--- config.mk ---
export PLATFORM = sky130hd
export DESIGN_NAME = stiu_top
export DESIGN_NICKNAME = d
export VERILOG_FILES = /design/src/inc/stiu_pkg.sv /design/src/rtl/stiu_limit_qual.sv /design/src/rtl/stiu_top.sv
export SDC_FILE = /design/constraint.sdc
export NUM_CORES = 1
export LEC_CHECK = 0
export BUFFER_PORTS_ARGS = -buffer_cell sky130_fd_sc_hd__buf_2
export CORE_MARGIN = 10
export CORE_UTILIZATION = 45
export CTS_BUF_LIST = sky130_fd_sc_hd__clkbuf_2
export DETAILED_ROUTE_END_ITERATION = 8
export GPL_TIMING_DRIVEN = 0
export SLEW_MARGIN = 25
export SYNTH_ARGS = -nofsm -noshare
export SYNTH_HDL_FRONTEND = slang
export SYNTH_SLANG_ARGS = --single-unit
--- constraint.sdc ---
create_clock -name sys_clk -period 4.7 [get_ports sys_clk]
set_input_delay 0.94 -clock sys_clk [delete_from_list [all_inputs] [get_ports sys_clk]]
set_output_delay 0.94 -clock sys_clk [all_outputs]
set_load 0.1 [all_outputs]
--- src/inc/stiu_pkg.sv ---
// Package for the sensor threshold interrupt unit: register map, field
// positions and reset values. Assumes byte-wide registers on one clock.
package stiu_pkg;
    localparam logic [7:0] ADDR_BIO_RES_HI = 8'h87;
    localparam logic [7:0] ADDR_BIO_RES_LO = 8'h88;
    localparam logic [7:0] ADDR_IRQ_CTRL = 8'h89;
    localparam logic [7:0] ADDR_LOW_LIM_HI = 8'h8A;
    localparam logic [7:0] ADDR_LOW_LIM_LO = 8'h8B;
    localparam logic [7:0] ADDR_HIGH_LIM_HI = 8'h8C;
    localparam logic [7:0] ADDR_HIGH_LIM_LO = 8'h8D;
    localparam logic [7:0] ADDR_IRQ_STATUS = 8'h8E;
    // Control register fields.
    localparam int CTRL_SRC_SEL = 0;
    localparam int CTRL_LIM_EN = 1;
    localparam int CTRL_ALS_RDY_EN = 2;
    localparam int CTRL_BIO_RDY_EN = 3;
    localparam int CTRL_CNT_LSB = 4;
    localparam int CNT_CODE_W = 3;
    localparam logic [7:0] CTRL_RESET = 8'h00;
    localparam logic [7:0] CTRL_MASK = 8'h7F;
    // Status register fields.
    localparam int STAT_HIGH = 0;
    localparam int STAT_LOW = 1;
    localparam int STAT_ALS_RDY = 2;
    localparam int STAT_BIO_RDY = 3;
    localparam int STAT_W = 4;
    localparam logic [STAT_W-1:0] STAT_RESET = 4'h0;
    // Consecutive run counter, wide enough for the largest count of 128.
    localparam int RUN_W = 8;
    localparam logic [RUN_W-1:0] RUN_ONE = 8'h01;
    localparam logic [RUN_W-1:0] RUN_ZERO = 8'h00;
    localparam logic [15:0] RESULT_RESET = 16'h0000;
    localparam logic [15:0] LIMIT_RESET = 16'h0000;
    localparam logic [7:0] READ_ZERO = 8'h00;
    typedef enum logic [2:0] {
        RUN_NONE = 3'b001,
        RUN_LOW = 3'b010,
        RUN_HIGH = 3'b100
    } stiu_run_e;
endpackage : stiu_pkg

--- src/rtl/stiu_limit_qual.sv ---
// Limit qualifier: compares samples with the limits and counts runs.
// Assumes samples and limits come from logic on the same clock.
`timescale 1ns/100ps
`default_nettype none
module stiu_limit_qual (
    input wire logic sys_clk,
    input wire logic nrst,
    input wire logic sampleValid,
    input wire logic [15:0] sample,
    input wire logic [15:0] lowLimit,
    input wire logic [15:0] highLimit,
    input wire logic [2:0] countCode,
    output logic hitHigh,
    output logic hitLow
);
    stiu_pkg::stiu_run_e runState;
    stiu_pkg::stiu_run_e next_runState;
    logic [stiu_pkg::RUN_W-1:0] runCount;
    logic [stiu_pkg::RUN_W-1:0] next_runCount;
    logic [stiu_pkg::RUN_W-1:0] required;
    logic above;
    logic below;
    logic next_hitHigh;
    logic next_hitLow;

    ////////////////////////////////////////////////////////////////////////
    // A result above the high limit wins if the limits are set inverted.
    assign above = sample > highLimit;
    assign below = (sample < lowLimit) && !above;
    assign required = stiu_pkg::RUN_ONE << countCode;

    always_comb
    begin
        next_runState = runState;
        next_runCount = runCount;
        next_hitHigh = 1'b0;
        next_hitLow = 1'b0;
        if (sampleValid)
        begin
            if (above)
            begin
                next_runState = stiu_pkg::RUN_HIGH;
                next_runCount = (runState == stiu_pkg::RUN_HIGH) ?
                    runCount + stiu_pkg::RUN_ONE : stiu_pkg::RUN_ONE;
            end
            else if (below)
            begin
                next_runState = stiu_pkg::RUN_LOW;
                next_runCount = (runState == stiu_pkg::RUN_LOW) ?
                    runCount + stiu_pkg::RUN_ONE : stiu_pkg::RUN_ONE;
            end
            else
            begin
                next_runState = stiu_pkg::RUN_NONE;
                next_runCount = stiu_pkg::RUN_ZERO;
            end
            if ((above || below) && next_runCount >= required)
            begin
                next_hitHigh = above;
                next_hitLow = below;
                next_runCount = stiu_pkg::RUN_ZERO;
            end
        end
    end

    always_ff @(posedge sys_clk or negedge nrst)
    begin
        if (!nrst)
        begin
            runState <= stiu_pkg::RUN_NONE;
            runCount <= stiu_pkg::RUN_ZERO;
            hitHigh <= 1'b0;
            hitLow <= 1'b0;
        end
        else
        begin
            runState <= next_runState;
            runCount <= next_runCount;
            hitHigh <= next_hitHigh;
            hitLow <= next_hitLow;
        end
    end
endmodule : stiu_limit_qual
`default_nettype wire

--- src/rtl/stiu_top.sv ---
// Sensor threshold interrupt unit: result, limit, control and status
// registers behind a byte register port, and the active-low interrupt.
// Assumes the register port and measurement strobes share sys_clk.
//
// Function
// - Biosensor result is two read-only bytes; writes never change it.
// - Lower address holds result bits 15:8, higher address bits 7:0.
// - Count code n requires two to the n samples; code resets to zero.
// - Data-ready interrupts per source only while its enable bit is set.
// - Limit interrupts only while the limit enable bit is set.
// - Select 0 compares biosensor results, select 1 ambient results.
// - Low limit is sixteen bits in two writable byte registers.
// - High limit is sixteen bits in two writable byte registers.
// - Each limit keeps bits 15:8 at the lower address, 7:0 higher.
// - Status register holds bio ready, ambient ready, low and high flags.
// - A flag sets on its event and stays until written with one.
// - Interrupt pin is low while any status flag is set.
`timescale 1ns/100ps
`default_nettype none
module stiu_top (
    input wire logic sys_clk,
    input wire logic nrst,
    input wire logic [7:0] regAddr,
    input wire logic regWrite,
    input wire logic regRead,
    input wire logic [7:0] regWdata,
    output logic [7:0] regRdata,
    input wire logic bioValid,
    input wire logic [15:0] bioData,
    input wire logic alsValid,
    input wire logic [15:0] alsData,
    output logic intN
);
    logic [15:0] bioResult;
    logic [7:0] irqControl;
    logic [15:0] lowLimit;
    logic [15:0] highLimit;
    logic [stiu_pkg::STAT_W-1:0] irqStatus;
    logic [stiu_pkg::STAT_W-1:0] next_irqStatus;
    logic [stiu_pkg::STAT_W-1:0] statSet;
    logic [stiu_pkg::STAT_W-1:0] statClr;
    logic [7:0] next_regRdata;
    logic limValid;
    logic [15:0] limSample;
    logic hitHigh;
    logic hitLow;
    logic bio_ready_irq_enable;
    logic als_ready_irq_enable;
    logic limit_irq_enable;
    logic limit_source_select;

    function automatic logic wrAt(input logic [7:0] addr);
        wrAt = regWrite && (regAddr == addr);
    endfunction : wrAt

    ////////////////////////////////////////////////////////////////////////
    assign bio_ready_irq_enable = irqControl[stiu_pkg::CTRL_BIO_RDY_EN];
    assign als_ready_irq_enable = irqControl[stiu_pkg::CTRL_ALS_RDY_EN];
    assign limit_irq_enable = irqControl[stiu_pkg::CTRL_LIM_EN];
    assign limit_source_select = irqControl[stiu_pkg::CTRL_SRC_SEL];

    // The result only follows the measurement, so host writes are dropped.
    always_ff @(posedge sys_clk or negedge nrst)
    begin
        if (!nrst)
            bioResult <= stiu_pkg::RESULT_RESET;
        else if (bioValid)
            bioResult <= bioData;
    end

    always_ff @(posedge sys_clk or negedge nrst)
    begin
        if (!nrst)
            irqControl <= stiu_pkg::CTRL_RESET;
        else if (wrAt(stiu_pkg::ADDR_IRQ_CTRL))
            irqControl <= regWdata & stiu_pkg::CTRL_MASK;
    end

    always_ff @(posedge sys_clk or negedge nrst)
    begin
        if (!nrst)
        begin
            lowLimit <= stiu_pkg::LIMIT_RESET;
            highLimit <= stiu_pkg::LIMIT_RESET;
        end
        else
        begin
            if (wrAt(stiu_pkg::ADDR_LOW_LIM_HI))
                lowLimit[15:8] <= regWdata;
            if (wrAt(stiu_pkg::ADDR_LOW_LIM_LO))
                lowLimit[7:0] <= regWdata;
            if (wrAt(stiu_pkg::ADDR_HIGH_LIM_HI))
                highLimit[15:8] <= regWdata;
            if (wrAt(stiu_pkg::ADDR_HIGH_LIM_LO))
                highLimit[7:0] <= regWdata;
        end
    end

    ////////////////////////////////////////////////////////////////////////
    assign limValid = limit_source_select ? alsValid : bioValid;
    assign limSample = limit_source_select ? alsData : bioData;

    stiu_limit_qual u_qual (
        .sys_clk(sys_clk),
        .nrst(nrst),
        .sampleValid(limValid),
        .sample(limSample),
        .lowLimit(lowLimit),
        .highLimit(highLimit),
        .countCode(irqControl[stiu_pkg::CTRL_CNT_LSB +: stiu_pkg::CNT_CODE_W]),
        .hitHigh(hitHigh),
        .hitLow(hitLow)
    );

    ////////////////////////////////////////////////////////////////////////
    // A new event in the clearing cycle wins so no event is lost.
    always_comb
    begin
        statSet = stiu_pkg::STAT_RESET;
        statSet[stiu_pkg::STAT_BIO_RDY] = bioValid && bio_ready_irq_enable;
        statSet[stiu_pkg::STAT_ALS_RDY] = alsValid && als_ready_irq_enable;
        statSet[stiu_pkg::STAT_HIGH] = hitHigh && limit_irq_enable;
        statSet[stiu_pkg::STAT_LOW] = hitLow && limit_irq_enable;
        statClr = wrAt(stiu_pkg::ADDR_IRQ_STATUS) ?
            regWdata[stiu_pkg::STAT_W-1:0] : stiu_pkg::STAT_RESET;
        next_irqStatus = (irqStatus & ~statClr) | statSet;
    end

    always_ff @(posedge sys_clk or negedge nrst)
    begin
        if (!nrst)
        begin
            irqStatus <= stiu_pkg::STAT_RESET;
            intN <= 1'b1;
        end
        else
        begin
            irqStatus <= next_irqStatus;
            intN <= ~|next_irqStatus;
        end
    end

    ////////////////////////////////////////////////////////////////////////
    // Read data is captured on the read strobe and shown the next cycle.
    always_comb
    begin
        if (regAddr == stiu_pkg::ADDR_BIO_RES_HI)
            next_regRdata = bioResult[15:8];
        else if (regAddr == stiu_pkg::ADDR_BIO_RES_LO)
            next_regRdata = bioResult[7:0];
        else if (regAddr == stiu_pkg::ADDR_IRQ_CTRL)
            next_regRdata = irqControl;
        else if (regAddr == stiu_pkg::ADDR_LOW_LIM_HI)
            next_regRdata = lowLimit[15:8];
        else if (regAddr == stiu_pkg::ADDR_LOW_LIM_LO)
            next_regRdata = lowLimit[7:0];
        else if (regAddr == stiu_pkg::ADDR_HIGH_LIM_HI)
            next_regRdata = highLimit[15:8];
        else if (regAddr == stiu_pkg::ADDR_HIGH_LIM_LO)
            next_regRdata = highLimit[7:0];
        else if (regAddr == stiu_pkg::ADDR_IRQ_STATUS)
            next_regRdata = {4'h0, irqStatus};
        else
            next_regRdata = stiu_pkg::READ_ZERO;
    end

    always_ff @(posedge sys_clk or negedge nrst)
    begin
        if (!nrst)
            regRdata <= stiu_pkg::READ_ZERO;
        else if (regRead)
            regRdata <= next_regRdata;
    end
endmodule : stiu_top
`default_nettype wire

==> out/summary.txt <==
CTS H-Tree Depth -> 3
Final count of negative-setup-slack endpoints -> 0
Post-synthesis compound-gate area fraction -> 13.7%
Critical Path Fanout Max -> 19
Final period util -> 92.7%
CP required -> 5.22 ns
Synth cell count leaders -> dfrtp_1, mux2_2, inv_1
HP Class -> in2async
Fin util -> 51.7%
WL final -> 13500 um
LEAKAGE -> 2.58 nW
Synth Area in Adders -> 10.1%
Vias in the first global route -> 4050
PwrDens -> 270 mW/mm2
Synth Cell Area -> 0.00497 mm2
Most common cell in the netlist -> dfrtp_1
Initial DRT Pass Iterations -> 5
Via density -> 5.66
GRT overflow -> 0
Fillcell total -> 1017
Mapped Avg Cell Area -> 10.5 um2
Critical Path End Type -> flip-flop
MaxCap Viol Count -> 0
CP arrival -> 4.88 ns
GRT Util Overall -> 17.1%
Final Skew -> 0.0278 ns
Clk pin slew, worst setup/hold paths -> 0.23 ns
Final Max Tran Viols -> 0
Sequential share of the synthesized area -> 40.9%
Post-synth EDFFs -> 0
I/O Buffers -> 58
Slew @ Worst Pin -> 0.939 ns
FMAX -> 229 MHz
Post-Synth Simple-Gate Area -> 11.9%
Setup CP Type -> reg2reg
Die Area -> 0.0156 mm2
Post-synthesis xor/xnor area fraction -> 0%
Crit path buffers/inverters -> 2
Critical Path Start Type -> flip-flop
Worst-case clock buffer depth -> 2
Relative slew margins -> 36.9%
Die Y -> 125 um
Clk sinks -> 81
Root Driver -> clkbuf_2
Antenna violations before repair -> 0
Post-DP HPWL -> 10600 um
Core ar. -> 0.0108 mm2
Cell Chain, Critical Path -> buf_6 > mux2_2 > ha_1 > a211oi_1 > o211ai_1 > a221oi_2 > a21oi_2 > a2bb2oi_2 > buf_4 > a21oi_1 > ha_1 > and2_1 > o21ai_0 > o21ai_0 > o22a_2 > a211oi_1 > a21o_1
Synth warn -> 0
Fraction of layout cells with a size suffix above 1 -> 32.2%
Routed len/inst -> 19.7 um
Antenna viol nets, final -> 0
Largest net degree at the start of global routing -> 54
DRC errors left -> 0
CTS tree -> yes
Synth cell types -> 48
Die Width -> 125 um
Main synth FF type -> dfrtp_1
Clk Latency, worst-skew pair -> 0.58 ns
CTS buffer count -> 9
Nets -> 635
GPL Wtd Cong -> 0.888
Critical path's largest stage delay -> 0.42 ns
Fin. Hold Viols -> 0
Status -> completed
Global-route wire length before repair -> 21600 um
Post-synth net total -> 567
Post-synth ARST share -> 100%
Synth Instances -> 473
Antenna Cells -> 0
Starting Density -> 45.8%
Multiplexer share of the synthesized area -> 18.5%
VDD IR max -> 0.000154 V
Tmin final -> 4.36 ns
Slowest stage cell, crit path -> a221oi_2
Vias -> 3886
Main combinational cell family by area after synthesis -> multiplexers
RSZ-0062 raised after global routing -> false
CP delay by family, top -> compound AO/OA/AOI/OAI gates
Synth top area share -> 39.8%
Synth Register Bits -> 81
Layout area overhead -> 12.7%
Final setup TNS -> 0 ns
Initial drt markers -> 187
Area contributors post-synth -> dfrtp_1, mux2_2, ha_1, inv_1, a21oi_1
Top Ports -> 63
Core Rows -> 38
Cell taking the most area after synthesis -> dfrtp_1
## kinds of logic (layout without fill, tap and decap cells)
kind of cell / after synthesis / after routing
buffers and inverters: 62 / 135
muxes: 79 / 79
DFF: 81 / 81
adders and majority gates: 40 / 40
and+or+nand+nor: 114 / 114
AOI/OAI and AO/OA: 97 / 97
## routing by layer
layer	part of all wire [%]	vias up	GRT usage [%]
met1	44	1900	20.8
met2	49	106	29.3
met4	1.8	0	6.44
met3	5.6	18	3.42
li1	-	1862	-
met5	0	-	0
## report_power, final
| part | leakage, nW | switching [W] | total, W | internal (W) |
|---|---|---|---|---|
| combinational | 1.45 | 0.000215 | 0.000345 | 0.000130 |
| sequential | 1.06 | 0.0000361 | 0.000790 | 0.000754 |
| clock | 0.0654 | 0.000256 | 0.000377 | 0.000121 |
| total | 2.58 | 0.000507 | 0.00151 | 0.00100 |
## final cells by class
class	count	area, um2	area share (%)
timing repair buffer	59	320	5.72
buffer	19	87.6	1.56
clock inverter	6	58.8	1.05
clock buffer	10	50.0	0.894
tap	140	175	3.13
sequential	81	2030	36.2
inverter	41	154	2.75
multi-input combinational	330	2720	48.6
## timing repair
action,CTS,global route
endpoints found under the setup margin,10,10
gates cloned,0,0
resized for setup,2,7
hold buffers,0,0
buffers inserted,0,0
## worst paths after layout
path / from / end / slack, ns / depth (start not counted)
max: irqControl[0] / u_qual.runCount[3] / 0.34 / 17
min: nrst / regRdata[0] / 0.25 / 1
max reg2reg: irqControl[0] / u_qual.runCount[3] / 0.34 / 17
min reg2reg: u_qual.runState[0] / u_qual.runState[0] / 0.51 / 2
max in group asynchronous: nrst / intN / 3.78 / 2
min in group sys_clk: u_qual.runState[0] / u_qual.runState[0] / 0.51 / 2
## worst register-to-register path, cell delays in order, from the launching register on
cell       delay (ns)
dfrtp_1          0.39
buf_6            0.23
mux2_2           0.41
ha_1             0.32
a211oi_1         0.24
o211ai_1         0.14
a221oi_2         0.42
a21oi_2          0.16
a2bb2oi_2        0.20
buf_4            0.21
a21oi_1          0.21
ha_1             0.28
and2_1           0.16
o21ai_0          0.12
o21ai_0          0.11
o22a_2           0.32
a211oi_1         0.27
a21o_1           0.12
## layout by cell type, fill, tap and decap left out, types with 3 or more instances in the layout
| cell type | n |
|---|---|
| nor2_1 | 21 |
| dfrtp_1 | 79 |
| a31oi_1 | 3 |
| o21ai_0 | 10 |
| nor4_1 | 3 |
| or2_2 | 5 |
| o211ai_1 | 3 |
| a211oi_1 | 7 |
| ha_1 | 40 |
| a22o_1 | 10 |
| nand2b_1 | 6 |
| and3_1 | 4 |
| a222oi_1 | 5 |
| nor3_1 | 4 |
| nand3b_1 | 4 |
| or3_1 | 10 |
| clkbuf_1 | 10 |
| nand4_1 | 6 |
| a21o_1 | 11 |
| mux4_2 | 3 |
| buf_2 | 61 |
| nand3_1 | 7 |
| mux2i_1 | 3 |
| a221oi_1 | 5 |
| buf_1 | 3 |
| a21oi_1 | 26 |
| clkbuf_2 | 10 |
| inv_1 | 41 |
| nand2_1 | 35 |
| mux2_2 | 73 |
## metrics by stage
stage          instance area (um2)  instances  worst slack [ns]  power (W)  hold WS, ns
3_5_place_dp                  5460        672            -0.555    0.00115        0.479
6_report                      5600        686             0.341    0.00151        0.248
4_1_cts                       5580        687            0.0377    0.00153        0.220
3_3_place_gp                  5430        671            -0.462    0.00114        0.471
2_1_floorplan                 4970        473             0.403    0.00103        0.446
5_1_grt                       5600        686            0.0682    0.00159        0.247
## state kept, by name (all words and copies together) (netlist names)
| register | cells |
|---|---|
| irqStatus | 4 |
| u_qual.hitLow | 1 |
| irqControl | 7 |
| bioResult | 16 |
| intN | 1 |
| u_qual.hitHigh | 1 |
| regRdata | 8 |
| u_qual.runCount | 8 |
| lowLimit | 16 |
| highLimit | 16 |
| u_qual.runState | 3 |
Power figures use the tool's default switching activity.
